==> config.mk <==
export PLATFORM = sky130hd
export DESIGN_NAME = tpc_port_ctrl
export DESIGN_NICKNAME = d
export VERILOG_FILES = /design/src/hw/tpc_io_port.v /design/src/hw/tpc_port_ctrl.v
export VERILOG_INCLUDE_DIRS = /design/src /design/src/hw
export SDC_FILE = /design/constraint.sdc
export NUM_CORES = 1
export LEC_CHECK = 0
export BUFFER_PORTS_ARGS = -buffer_cell sky130_fd_sc_hd__buf_4
export CAP_MARGIN = 20
export CORE_MARGIN = 8
export CORE_UTILIZATION = 40
export CTS_CLUSTER_DIAMETER = 50
export DETAILED_ROUTE_END_ITERATION = 16
export GPL_TIMING_DRIVEN = 0
export PLACE_DENSITY = 0.69
export SLEW_MARGIN = 20
export SYNTH_ARGS = -nofsm -noshare
export SYNTH_HDL_FRONTEND = slang
export SYNTH_SLANG_ARGS = --single-unit
==> constraint.sdc <==
create_clock -name sys_clk -period 1.1 [get_ports sys_clk]
set_input_delay 0.165 -clock sys_clk [delete_from_list [all_inputs] [get_ports sys_clk]]
set_output_delay 0.165 -clock sys_clk [all_outputs]
set_load 0.02 [all_outputs]
==> src/hw/tpc_defines.vh <==
`ifndef TPC_DEFINES_VH
`define TPC_DEFINES_VH

// band select codes written by software
`define TPC_BAND_W 2
`define TPC_BAND_VHF 2'h0
`define TPC_BAND_HF 2'h1
`define TPC_BAND_MW 2'h2
`define TPC_BAND_OFF 2'h3

// port width and reset values
`define TPC_PORT_W 4
`define TPC_PORT_RST 4'h0
`define TPC_DIR_RST 4'h0

// phase error drive codes
`define TPC_PE_HIZ 2'h0
`define TPC_PE_LOW 2'h1
`define TPC_PE_HIGH 2'h2

`endif

==> src/hw/tpc_io_port.v <==
`timescale 1ns/1ps
`default_nettype none
`include "tpc_defines.vh"

// one four-bit port: output latch, direction latch, registered readback
module tpc_io_port (
   input wire sys_clk,
   input wire rst_b,
   input wire hard_rst,
   input wire hold,
   input wire wr_data,
   input wire [3:0] data_in,
   input wire wr_dir,
   input wire [3:0] dir_in,
   input wire [3:0] pin_i,
   output reg [3:0] pin_o,
   output reg [3:0] pin_oe,
   output reg [3:0] rd_data
);
   // output and direction latches; hold freezes both
   always @(posedge sys_clk or negedge rst_b) begin
      if (!rst_b) begin
         pin_o <= `TPC_PORT_RST;
         pin_oe <= `TPC_DIR_RST;
      end else if (hard_rst) begin
         pin_o <= `TPC_PORT_RST; // RQ6
         pin_oe <= `TPC_DIR_RST; // RQ6
      end else if (!hold) begin
         if (wr_data) begin
            pin_o <= data_in; // RQ9
         end
         if (wr_dir) begin
            pin_oe <= dir_in; // RQ9
         end
      end
   end

   // readback shows latch for outputs, pin for inputs; pin_i arrives
   // already through two flops, so it may feed logic directly
   always @(posedge sys_clk or negedge rst_b) begin
      if (!rst_b) begin
         rd_data <= 4'h0;
      end else begin
         rd_data <= (pin_oe & pin_o) | (~pin_oe & pin_i);
      end
   end
endmodule // tpc_io_port

`default_nettype wire

==> src/hw/tpc_port_ctrl.v <==
`timescale 1ns/1ps
`default_nettype none
`include "tpc_defines.vh"

// Overview of operation
// RQ1: bit port direction set per pin
// RQ2: group port direction set for all four
// RQ3: high-band input active only in VHF
// RQ4: low-band input active in HF or MW
// RQ5: phase error outputs high-z on resets, stop
// RQ6: I/O ports become inputs on hard resets
// RQ7: I/O ports held on chip-enable reset, stop
// RQ8: output-only port low on hard resets, held
// RQ9: held pins keep value and direction
module tpc_port_ctrl (
   input wire sys_clk,
   input wire rst_b,
   input wire watchdog_stack_reset,
   input wire ce_reset,
   input wire clk_stop,
   input wire [1:0] band_sel,
   input wire [1:0] phase_err_a_cmd,
   input wire [1:0] phase_err_b_cmd,
   input wire bit_wr_data,
   input wire bit_wr_dir,
   input wire [3:0] bit_data,
   input wire [3:0] bit_dir,
   input wire grp_wr_data,
   input wire grp_wr_dir,
   input wire [3:0] grp_data,
   input wire grp_dir_out,
   input wire shr_wr_data,
   input wire shr_wr_dir,
   input wire [3:0] shr_data,
   input wire [3:0] shr_dir,
   input wire oo_wr,
   input wire [3:0] oo_data,
   input wire [3:0] bitwise_dir_port_i,
   input wire [3:0] groupwise_dir_port_i,
   input wire [3:0] beeper_shared_port_i,
   output wire [3:0] bitwise_dir_port_o,
   output wire [3:0] bitwise_dir_port_oe,
   output wire [3:0] groupwise_dir_port_o,
   output wire [3:0] groupwise_dir_port_oe,
   output wire [3:0] beeper_shared_port_o,
   output wire [3:0] beeper_shared_port_oe,
   output wire [3:0] bit_rd,
   output wire [3:0] grp_rd,
   output wire [3:0] shr_rd,
   output reg [3:0] output_only_port,
   output reg high_band_osc_en,
   output reg low_band_osc_en,
   output reg phase_error_out_a_o,
   output reg phase_error_out_a_oe,
   output reg phase_error_out_b_o,
   output reg phase_error_out_b_oe
);
   ////////////////////////////////////////////////////////////////////
   // reset sources are async to sys_clk, so sync them first
   reg [1:0] wdt_sync_q;
   reg [1:0] ce_sync_q;
   reg [1:0] stop_sync_q;
   wire hard_rst;
   wire hold;

   always @(posedge sys_clk or negedge rst_b) begin
      if (!rst_b) begin
         wdt_sync_q <= 2'h0;
         ce_sync_q <= 2'h0;
         stop_sync_q <= 2'h0;
      end else begin
         wdt_sync_q <= {wdt_sync_q[0], watchdog_stack_reset};
         ce_sync_q <= {ce_sync_q[0], ce_reset};
         stop_sync_q <= {stop_sync_q[0], clk_stop};
      end
   end

   // power-on is rst_b itself; watchdog acts like it except on the oscillator enables and readback registers, which keep following band_sel and the pins
   // the synced watchdog lags by two edges, so a write that lands in
   // that window is cleared again on the third edge, when hard_rst takes effect
   // level inputs only; a pulse shorter than one clock may be missed
   assign hard_rst = wdt_sync_q[1];

   // chip-enable reset and clock stop share one freeze; a write
   // strobe seen while frozen is dropped, not deferred, so software
   // must repeat it once the freeze has lifted
   assign hold = ce_sync_q[1] | stop_sync_q[1]; // RQ7

   ////////////////////////////////////////////////////////////////////
   // pin levels come from the board, async to sys_clk; each bit passes
   // two flops before the readback logic may look at it
   wire [11:0] pin_raw;
   wire [11:0] pin_sync;
   genvar pin_idx;

   // bit port in [11:8], group port in [7:4], shared port in [3:0]
   assign pin_raw = {bitwise_dir_port_i, groupwise_dir_port_i,
      beeper_shared_port_i};

   generate
      for (pin_idx = 0; pin_idx < 12; pin_idx = pin_idx + 1) begin : g_pin
         reg meta_q;
         reg sync_q;

         // first flop may go metastable; only sync_q leaves this loop
         always @(posedge sys_clk or negedge rst_b) begin
            if (!rst_b) begin
               meta_q <= 1'h0;
               sync_q <= 1'h0;
            end else begin
               meta_q <= pin_raw[pin_idx];
               sync_q <= meta_q;
            end
         end

         assign pin_sync[pin_idx] = sync_q;
      end
   endgenerate

   ////////////////////////////////////////////////////////////////////
   // bidirectional ports
   // all three share the freeze and the hard reset, so their direction
   // latches always agree on when software may touch them
   tpc_io_port u_bit_port (
      .sys_clk(sys_clk),
      .rst_b(rst_b),
      .hard_rst(hard_rst),
      .hold(hold),
      .wr_data(bit_wr_data),
      .data_in(bit_data),
      .wr_dir(bit_wr_dir),
      .dir_in(bit_dir), // RQ1
      .pin_i(pin_sync[11:8]),
      .pin_o(bitwise_dir_port_o),
      .pin_oe(bitwise_dir_port_oe),
      .rd_data(bit_rd)
   );

   // a single direction bit fans out to all four pins
   tpc_io_port u_grp_port (
      .sys_clk(sys_clk),
      .rst_b(rst_b),
      .hard_rst(hard_rst),
      .hold(hold),
      .wr_data(grp_wr_data),
      .data_in(grp_data),
      .wr_dir(grp_wr_dir),
      .dir_in({4{grp_dir_out}}), // RQ2
      .pin_i(pin_sync[7:4]),
      .pin_o(groupwise_dir_port_o),
      .pin_oe(groupwise_dir_port_oe),
      .rd_data(grp_rd)
   );

   tpc_io_port u_shr_port (
      .sys_clk(sys_clk),
      .rst_b(rst_b),
      .hard_rst(hard_rst),
      .hold(hold),
      .wr_data(shr_wr_data),
      .data_in(shr_data),
      .wr_dir(shr_wr_dir),
      .dir_in(shr_dir),
      .pin_i(pin_sync[3:0]),
      .pin_o(beeper_shared_port_o),
      .pin_oe(beeper_shared_port_oe),
      .rd_data(shr_rd)
   );

   ////////////////////////////////////////////////////////////////////
   // output-only port: low on hard reset, frozen while held
   // no direction latch here: these pins always drive
   always @(posedge sys_clk or negedge rst_b) begin
      if (!rst_b) begin
         output_only_port <= `TPC_PORT_RST;
      end else if (hard_rst) begin
         output_only_port <= `TPC_PORT_RST; // RQ8
      end else if (oo_wr && !hold) begin
         output_only_port <= oo_data; // RQ8
      end
   end

   ////////////////////////////////////////////////////////////////////
   // oscillator input enables; low means the pin is pulled down
   // registered so the pulldown switch never glitches on band changes
   always @(posedge sys_clk or negedge rst_b) begin
      if (!rst_b) begin
         high_band_osc_en <= 1'b0;
         low_band_osc_en <= 1'b0;
      end else begin
         high_band_osc_en <= (band_sel == `TPC_BAND_VHF); // RQ3
         low_band_osc_en <= (band_sel == `TPC_BAND_HF) ||
            (band_sel == `TPC_BAND_MW); // RQ4
      end
   end

   ////////////////////////////////////////////////////////////////////
   // phase error pair; any reset or stop forces high impedance
   // codes 0 and 3 both float the pin, so the loop filter simply
   // holds its voltage instead of being pulled either way
   always @(posedge sys_clk or negedge rst_b) begin
      if (!rst_b) begin
         phase_error_out_a_o <= 1'b0;
         phase_error_out_a_oe <= 1'b0;
         phase_error_out_b_o <= 1'b0;
         phase_error_out_b_oe <= 1'b0;
      end else if (hard_rst || hold) begin
         phase_error_out_a_oe <= 1'b0; // RQ5
         phase_error_out_b_oe <= 1'b0; // RQ5
         phase_error_out_a_o <= 1'b0;
         phase_error_out_b_o <= 1'b0;
      end else begin
         phase_error_out_a_oe <= (phase_err_a_cmd == `TPC_PE_LOW) ||
            (phase_err_a_cmd == `TPC_PE_HIGH);
         phase_error_out_a_o <= (phase_err_a_cmd == `TPC_PE_HIGH);
         phase_error_out_b_oe <= (phase_err_b_cmd == `TPC_PE_LOW) ||
            (phase_err_b_cmd == `TPC_PE_HIGH);
         phase_error_out_b_o <= (phase_err_b_cmd == `TPC_PE_HIGH);
      end
   end
endmodule // tpc_port_ctrl

`default_nettype wire

## Word level (Yosys, flattened, before mapping)

Index checks and enable logic that the tools add are counted.

| storage, ports and cells | value |
|---|---|
| register bits | 76 |
| input port bits | 55 |
| output and inout port bits | 46 |
| word-level logic and storage cells | 107 |

| operators by class | value |
|---|---|
| equality and inequality tests | 7 |
| muxes and demuxes | 24 |
| bitwise logic cells | 13 |
| reductions and logical operators | 20 |

Operator list:

| cell | count |
|---|---|
| 2-to-1 mux 4 bit | 20 |
| bitwise AND 4 bit | 6 |
| nonzero test 2 bit | 7 |
| NOT 4 bit | 3 |
| OR 4 bit | 3 |
| AND reduction 2 bit | 6 |
| == test 2 x 1 -> 1 bit, second input constant | 3 |
| == test 2 bit, second input constant | 3 |
| logical OR 1 bit | 4 |
| 2-to-1 mux 1 bit | 4 |
| logical NOT 2 bit | 1 |
| != test 2 bit, second input constant | 1 |
| logical AND 1 bit | 1 |
| logical NOT 1 bit | 1 |
| OR 1 bit | 1 |

## Depth between registers and ports, before layout

| logic depth | value |
|---|---|
| depth after elaboration | 5 |
| depth in mapped cells | 3 |
| depth with buffers taken out | 3 |

## Hierarchy

From an unflattened synthesis, not the netlist that was laid out.

| second synthesis, totals | value |
|---|---|
| cell total of the unflattened synthesis | 196 |
| area, all modules | 2,864.0 um^2 |

Modules (own cells, without submodules):

| module | instances | cells an instance | area an instance (um^2) | seq. area each (um^2) |
|---|---|---|---|---|
| tpc_io_port | 3 | 43 | 554.3 | 300.3 |
| tpc_port_ctrl | 1 | 67 | 1,201.2 | 1,001.0 |

## Worst setup path after synthesis

Ideal clock, no wire load.

| timing | value |
|---|---|
| kind | register -> register |
| start | reg stop_sync_q[1] |
| end | reg output_only_port[0] |
| arrival time | 1.000 ns |
| data required time | 1.021 ns |
| path slack | 0.021 ns |
| cell stages (with the launch flop) | 4 |
| buffers on the path | 1 |
| clock period less this slack | 1.079 ns |
| cells stage by stage | dfrtp_1 -> buf_6 -> nor3b_4 -> mux2i_1 |

| on the way | value |
|---|---|
| word-level cells in the longest chain between the ends | 4 |

Ends and longest elaborated chain:

| item | RTL line | RTL |
|---|---|---|
| start, declared | tpc_port_ctrl.v:62 | `reg [1:0] stop_sync_q;` |
| start signal, assigned | tpc_port_ctrl.v:74 | `stop_sync_q <= {stop_sync_q[0], clk_stop};` |
| OR 1 bit | tpc_port_ctrl.v:87 | `assign hold = ce_sync_q[1] \| stop_sync_q[1];` |
| logical NOT 1 bit | - |  |
| logical AND 1 bit | tpc_port_ctrl.v:178 | `end else if (oo_wr && !hold) begin` |
| nonzero test 2 bit (no line) | - |  |
| end signal, assigned | tpc_port_ctrl.v:175 | `` output_only_port <= `TPC_PORT_RST; `` |
| end signal, assigned | tpc_port_ctrl.v:177 | `` output_only_port <= `TPC_PORT_RST; `` |
| end signal, assigned | tpc_port_ctrl.v:179 | `output_only_port <= oo_data;` |
| end, declared | tpc_port_ctrl.v:50 | `output reg [3:0] output_only_port,` |

Every way passes these cells.
A chain may end at the register's enable or synchronous reset.

## Worst setup path in the final report

| timing | value |
|---|---|
| start | reg ce_sync_q[1] |
| end | reg u_shr_port.pin_oe[3] |

| on the way | value |
|---|---|
| word-level cells in the longest chain between the ends | 3 |

Ends and longest elaborated chain:

| item | RTL line | RTL |
|---|---|---|
| start, declared | tpc_port_ctrl.v:61 | `reg [1:0] ce_sync_q;` |
| start signal, assigned | tpc_port_ctrl.v:73 | `ce_sync_q <= {ce_sync_q[0], ce_reset};` |
| OR 1 bit | tpc_port_ctrl.v:87 |  |
| != test 2 bit (no line) | - |  |
| AND reduction 2 bit (no line) | - |  |
| end signal, assigned | tpc_io_port.v:24 | `` pin_oe <= `TPC_DIR_RST; `` |
| end signal, assigned | tpc_io_port.v:27 | `` pin_oe <= `TPC_DIR_RST; `` |
| end signal, assigned | tpc_io_port.v:33 | `pin_oe <= dir_in;` |
| end, declared | tpc_io_port.v:17 | `output reg [3:0] pin_oe,` |

Every way passes these cells.

==> flow_summary_export.csv <==
group,metric,value,unit
synthesis,ys_seq_elements,73,
global_route,grt_pass1_wl,10750,um
clock_network,cts_tree,"yes",
sta,rsz0062_at_grt,"true",
synthesis,avgSynthCellArea,14.78,sq um
pwr,ir_drop,0.6788,mV
cells_and_area,final_nets,391,
setup_path,path_class,"reg2reg",
setup_path,end_kind,"flip-flop",
sta,maxSlewHeadroom,0.3916,
synthesis,ys.flop_type,"dfrtp_1",
placed_design,dpl.hpwl,4512,um
synthesis,synth_area_leaders,"dfrtp_1, nand2b_1, mux2i_1",
drt,drc_errors,0,
synthesis,synth_top_area_cell,"dfrtp_1",
pwr,power.leakage,2.041,nW
status,violations,"hold timing, setup timing",
setup_path,rr_worst_depth,3,
cells_and_area,diodes,0,
cells_and_area,fin_area,4257,sq um
clock_network,cts.sinks,73,
placed_design,placed_cells,385,
synthesis,netlist_instances,189,
hold_path,hold_path_class,"in2async",
synthesis,seq_area_frac_synth,0.6541,
setup_path,cp_num_buf_inv,1,
synthesis,syn_nets,247,
setup_path,crit_required,1350,ps
clock_network,cts_inserted_buffers,9,
clock_network,cts_root_buffer,"clkbuf_8",
sta,period_share,1.121,
synthesis,synth_edf_count,0,
setup_path,cp-start-kind,"flip-flop",
drt,drt-total-wl,6673,um
setup_path,arrival,1480,ps
sta,hold_slack,-59.82,ps
setup_path,crit_fanout,10,
floorplan,io_pins,101,
setup_path,slowest_stage,"dfrtp_1",
synthesis,yosysUniqueCellTypes,15,
sta,clock_skew,8.762,ps
placed_design,io_buffers,100,
sta,fmax,811.2,MHz
cells_and_area,post-route-util,0.6265,
cells_and_area,fill_cells,524,
global_route,grt_pass1_vias,2122,
sta,fin_crit,1233,ps
synthesis,ys_top_cells_by_count,"dfrtp_1, nand2b_1, mux2i_1",
drt,drtIter0Drc,39,
pwr,powerDensity,1354,nW/um^2
cells_and_area,syn_to_final_growth,52.42,%
clock_network,clock_latency,340,ps
placed_design,gp_congestion,0.6539,
global_route,grt_max_degree,74,
synthesis,netlist_area,2793,sq um
drt,dr_total_vias,1940,
cells_and_area,drive_gt1_frac,0.4852,
synthesis,synthArstFlopShare,1.000,
clock_network,h-tree-depth,3,
floorplan,rows,30,
setup_path,crit_path_cell_trace,"buf_6 -> nor3b_4 -> mux2i_1",
sta,finalSetupViolCount,28,
global_route,antenna_found_initial,0,
status,status,"finished with violations",
sta,hold_violations,60,
drt,wl_per_cell,15.38,um
synthesis,ys.warnings.count,0,
floorplan,core_area,6794,sq um
placed_design,placed_area,3664,sq um
global_route,overflow,0,
setup_path,crit_family,"flip-flops",
synthesis,yosysTopAreaCellShare,0.6541,
sta,tightest_slew,912.7,ps
cells_and_area,fin_cells,434,
setup_path,r2r-end,"u_shr_port.pin_oe[3]",
floorplan,fp.dieArea,9911,sq um
setup_path,r2r_slack,-130,ps
flow_run,max_cap_viol_count,0,
floorplan,initial_core_util,0.4110,
pwr,finalPower,5.763,mW
drt,antenna_left,0,
global_route,grt_use_total,0.1394,
drt,drtPass1Iterations,4,
drt,vias_per_cell,4.470,
setup_path,slowest_delay,380,ps
sta,timing.final.ws_setup,-132.7,ps
setup_path,r2r_start,"ce_sync_q[1]",
clock_network,cts-root-to-sink-buffers,2,
sta,maxSlewViolCount,0,
floorplan,die-height,99.56,um
synthesis,synth.most_common_cell,"dfrtp_1",
clock_network,cts.reportedPaths.clkPinSlew,70,ps
floorplan,die_w,99.56,um
## layout by cell type (no fill, tap or decap)
cell type	n
nand2b_1	50
nor3b_4	6
mux2_2	12
clkbuf_2	4
buf_6	26
clkinv_2	1
nor3_1	1
clkbuf_1	1
buf_2	1
mux2i_2	1
clkinvlp_4	1
clkbuf_8	11
inv_1	4
dlygate4sd3_1	15
buf_4	97
mux2i_1	24
dfrtp_2	2
bufinv_16	1
and2_1	2
dfrtp_1	71
clkinv_4	1
ha_1	3
nor4_1	2
nor3b_1	1
## cell type report
cell class / instances / area [sq um] / area share
buffer: 10 / 73.82 / 0.01734
clock buffer: 12 / 155.1 / 0.03645
clock inverter: 4 / 51.30 / 0.01205
inverter: 4 / 15.01 / 0.003527
multi-input combinational: 102 / 889.6 / 0.2090
sequential: 73 / 1829 / 0.4297
tap: 96 / 120.1 / 0.02822
timing repair buffer: 133 / 1122 / 0.2637
## worst max-delay path by stage
| stage | startpoint | to | slack [ps] | depth (start not counted) |
|---|---|---|---|---|
| after CTS | u_grp_port.pin_oe[2] | groupwise_dir_port_oe[2] | -130 | 2 |
| final | ce_sync_q[1] | u_shr_port.pin_oe[3] | -130 | 3 |
| after global routing | ce_sync_q[1] | u_shr_port.pin_oe[2] | -180 | 3 |
| after floorplan | stop_sync_q[1] | output_only_port[0] | 20 | 3 |
| after global placement | stop_sync_q[1] | output_only_port[0] | -100 | 3 |
| after detailed placement | wdt_sync_q[1] | u_bit_port.pin_oe[3] | -120 | 3 |
## per-layer routing
layer  vias to the layer above  global-route usage  share of wire
met4                         0             0.05937          0.015
met3                        13             0.05796          0.073
met5                         -                   0              0
met1                       961              0.1649           0.42
met2                        65              0.2180           0.50
li1                        901                   -              -
## report_power, final
group          leakage [nW]  internal [mW]  switching [mW]  total [mW]
clock                 0.103           1.17           0.962        2.14
combinational          1.03          0.426           0.338       0.764
sequential            0.912           2.81          0.0562        2.86
## worst register-to-register path, cell delays in order, from the launching register on
cell	delay (ps)
dfrtp_1	380
buf_6	170
nor3b_4	370
mux2i_1	240
## cell families (layout without fill, tap and decap cells)
logic type | count (synthesis) | count (layout) | share of synthesized area
adder cells (fa/ha/maj) | 3 | 3 | 0.01344
buffers and inverters | 14 | 163 | 0.02867
flip-flops | 73 | 73 | 0.6541
multiplexers | 37 | 37 | 0.1380
AND/OR/NAND/NOR | 62 | 62 | 0.1658
## stage by stage
| stage | hold WS, ps | setup slack [ps] | TNS (ps) |
|---|---|---|---|
| 2_1_floorplan | -130.6 | 20.73 | 0 |
| 3_3_place_gp | 274.9 | -104.4 | -2152 |
| 3_5_place_dp | 275.3 | -124.4 | -2430 |
| 4_1_cts | -19.25 | -131.1 | -2398 |
| 5_1_grt | 27.84 | -176.5 | -3736 |
| 6_report | -59.82 | -132.7 | -2002 |
## flip-flops by register name (all words and copies together) (netlist names), 4 cells and up
| signal | cells |
|---|---|
| g_pin.meta_q | 12 |
| u_bit_port.pin_oe | 4 |
| u_grp_port.rd_data | 4 |
| u_shr_port.pin_o | 4 |
| u_bit_port.rd_data | 4 |
| u_grp_port.pin_o | 4 |
| output_only_port | 4 |
| u_shr_port.rd_data | 4 |
| u_bit_port.pin_o | 4 |
| u_shr_port.pin_oe | 4 |
| g_pin.sync_q | 12 |
## what timing repair did
action,CTS,global route
pin swaps,6,4
endpoints found under the hold margin,88,0
resized for setup,11,20
setup endpoints to repair,30,54
buffers inserted,5,13
hold buffers,15,0
No activity file was read; power rests on OpenSTA's default activity.
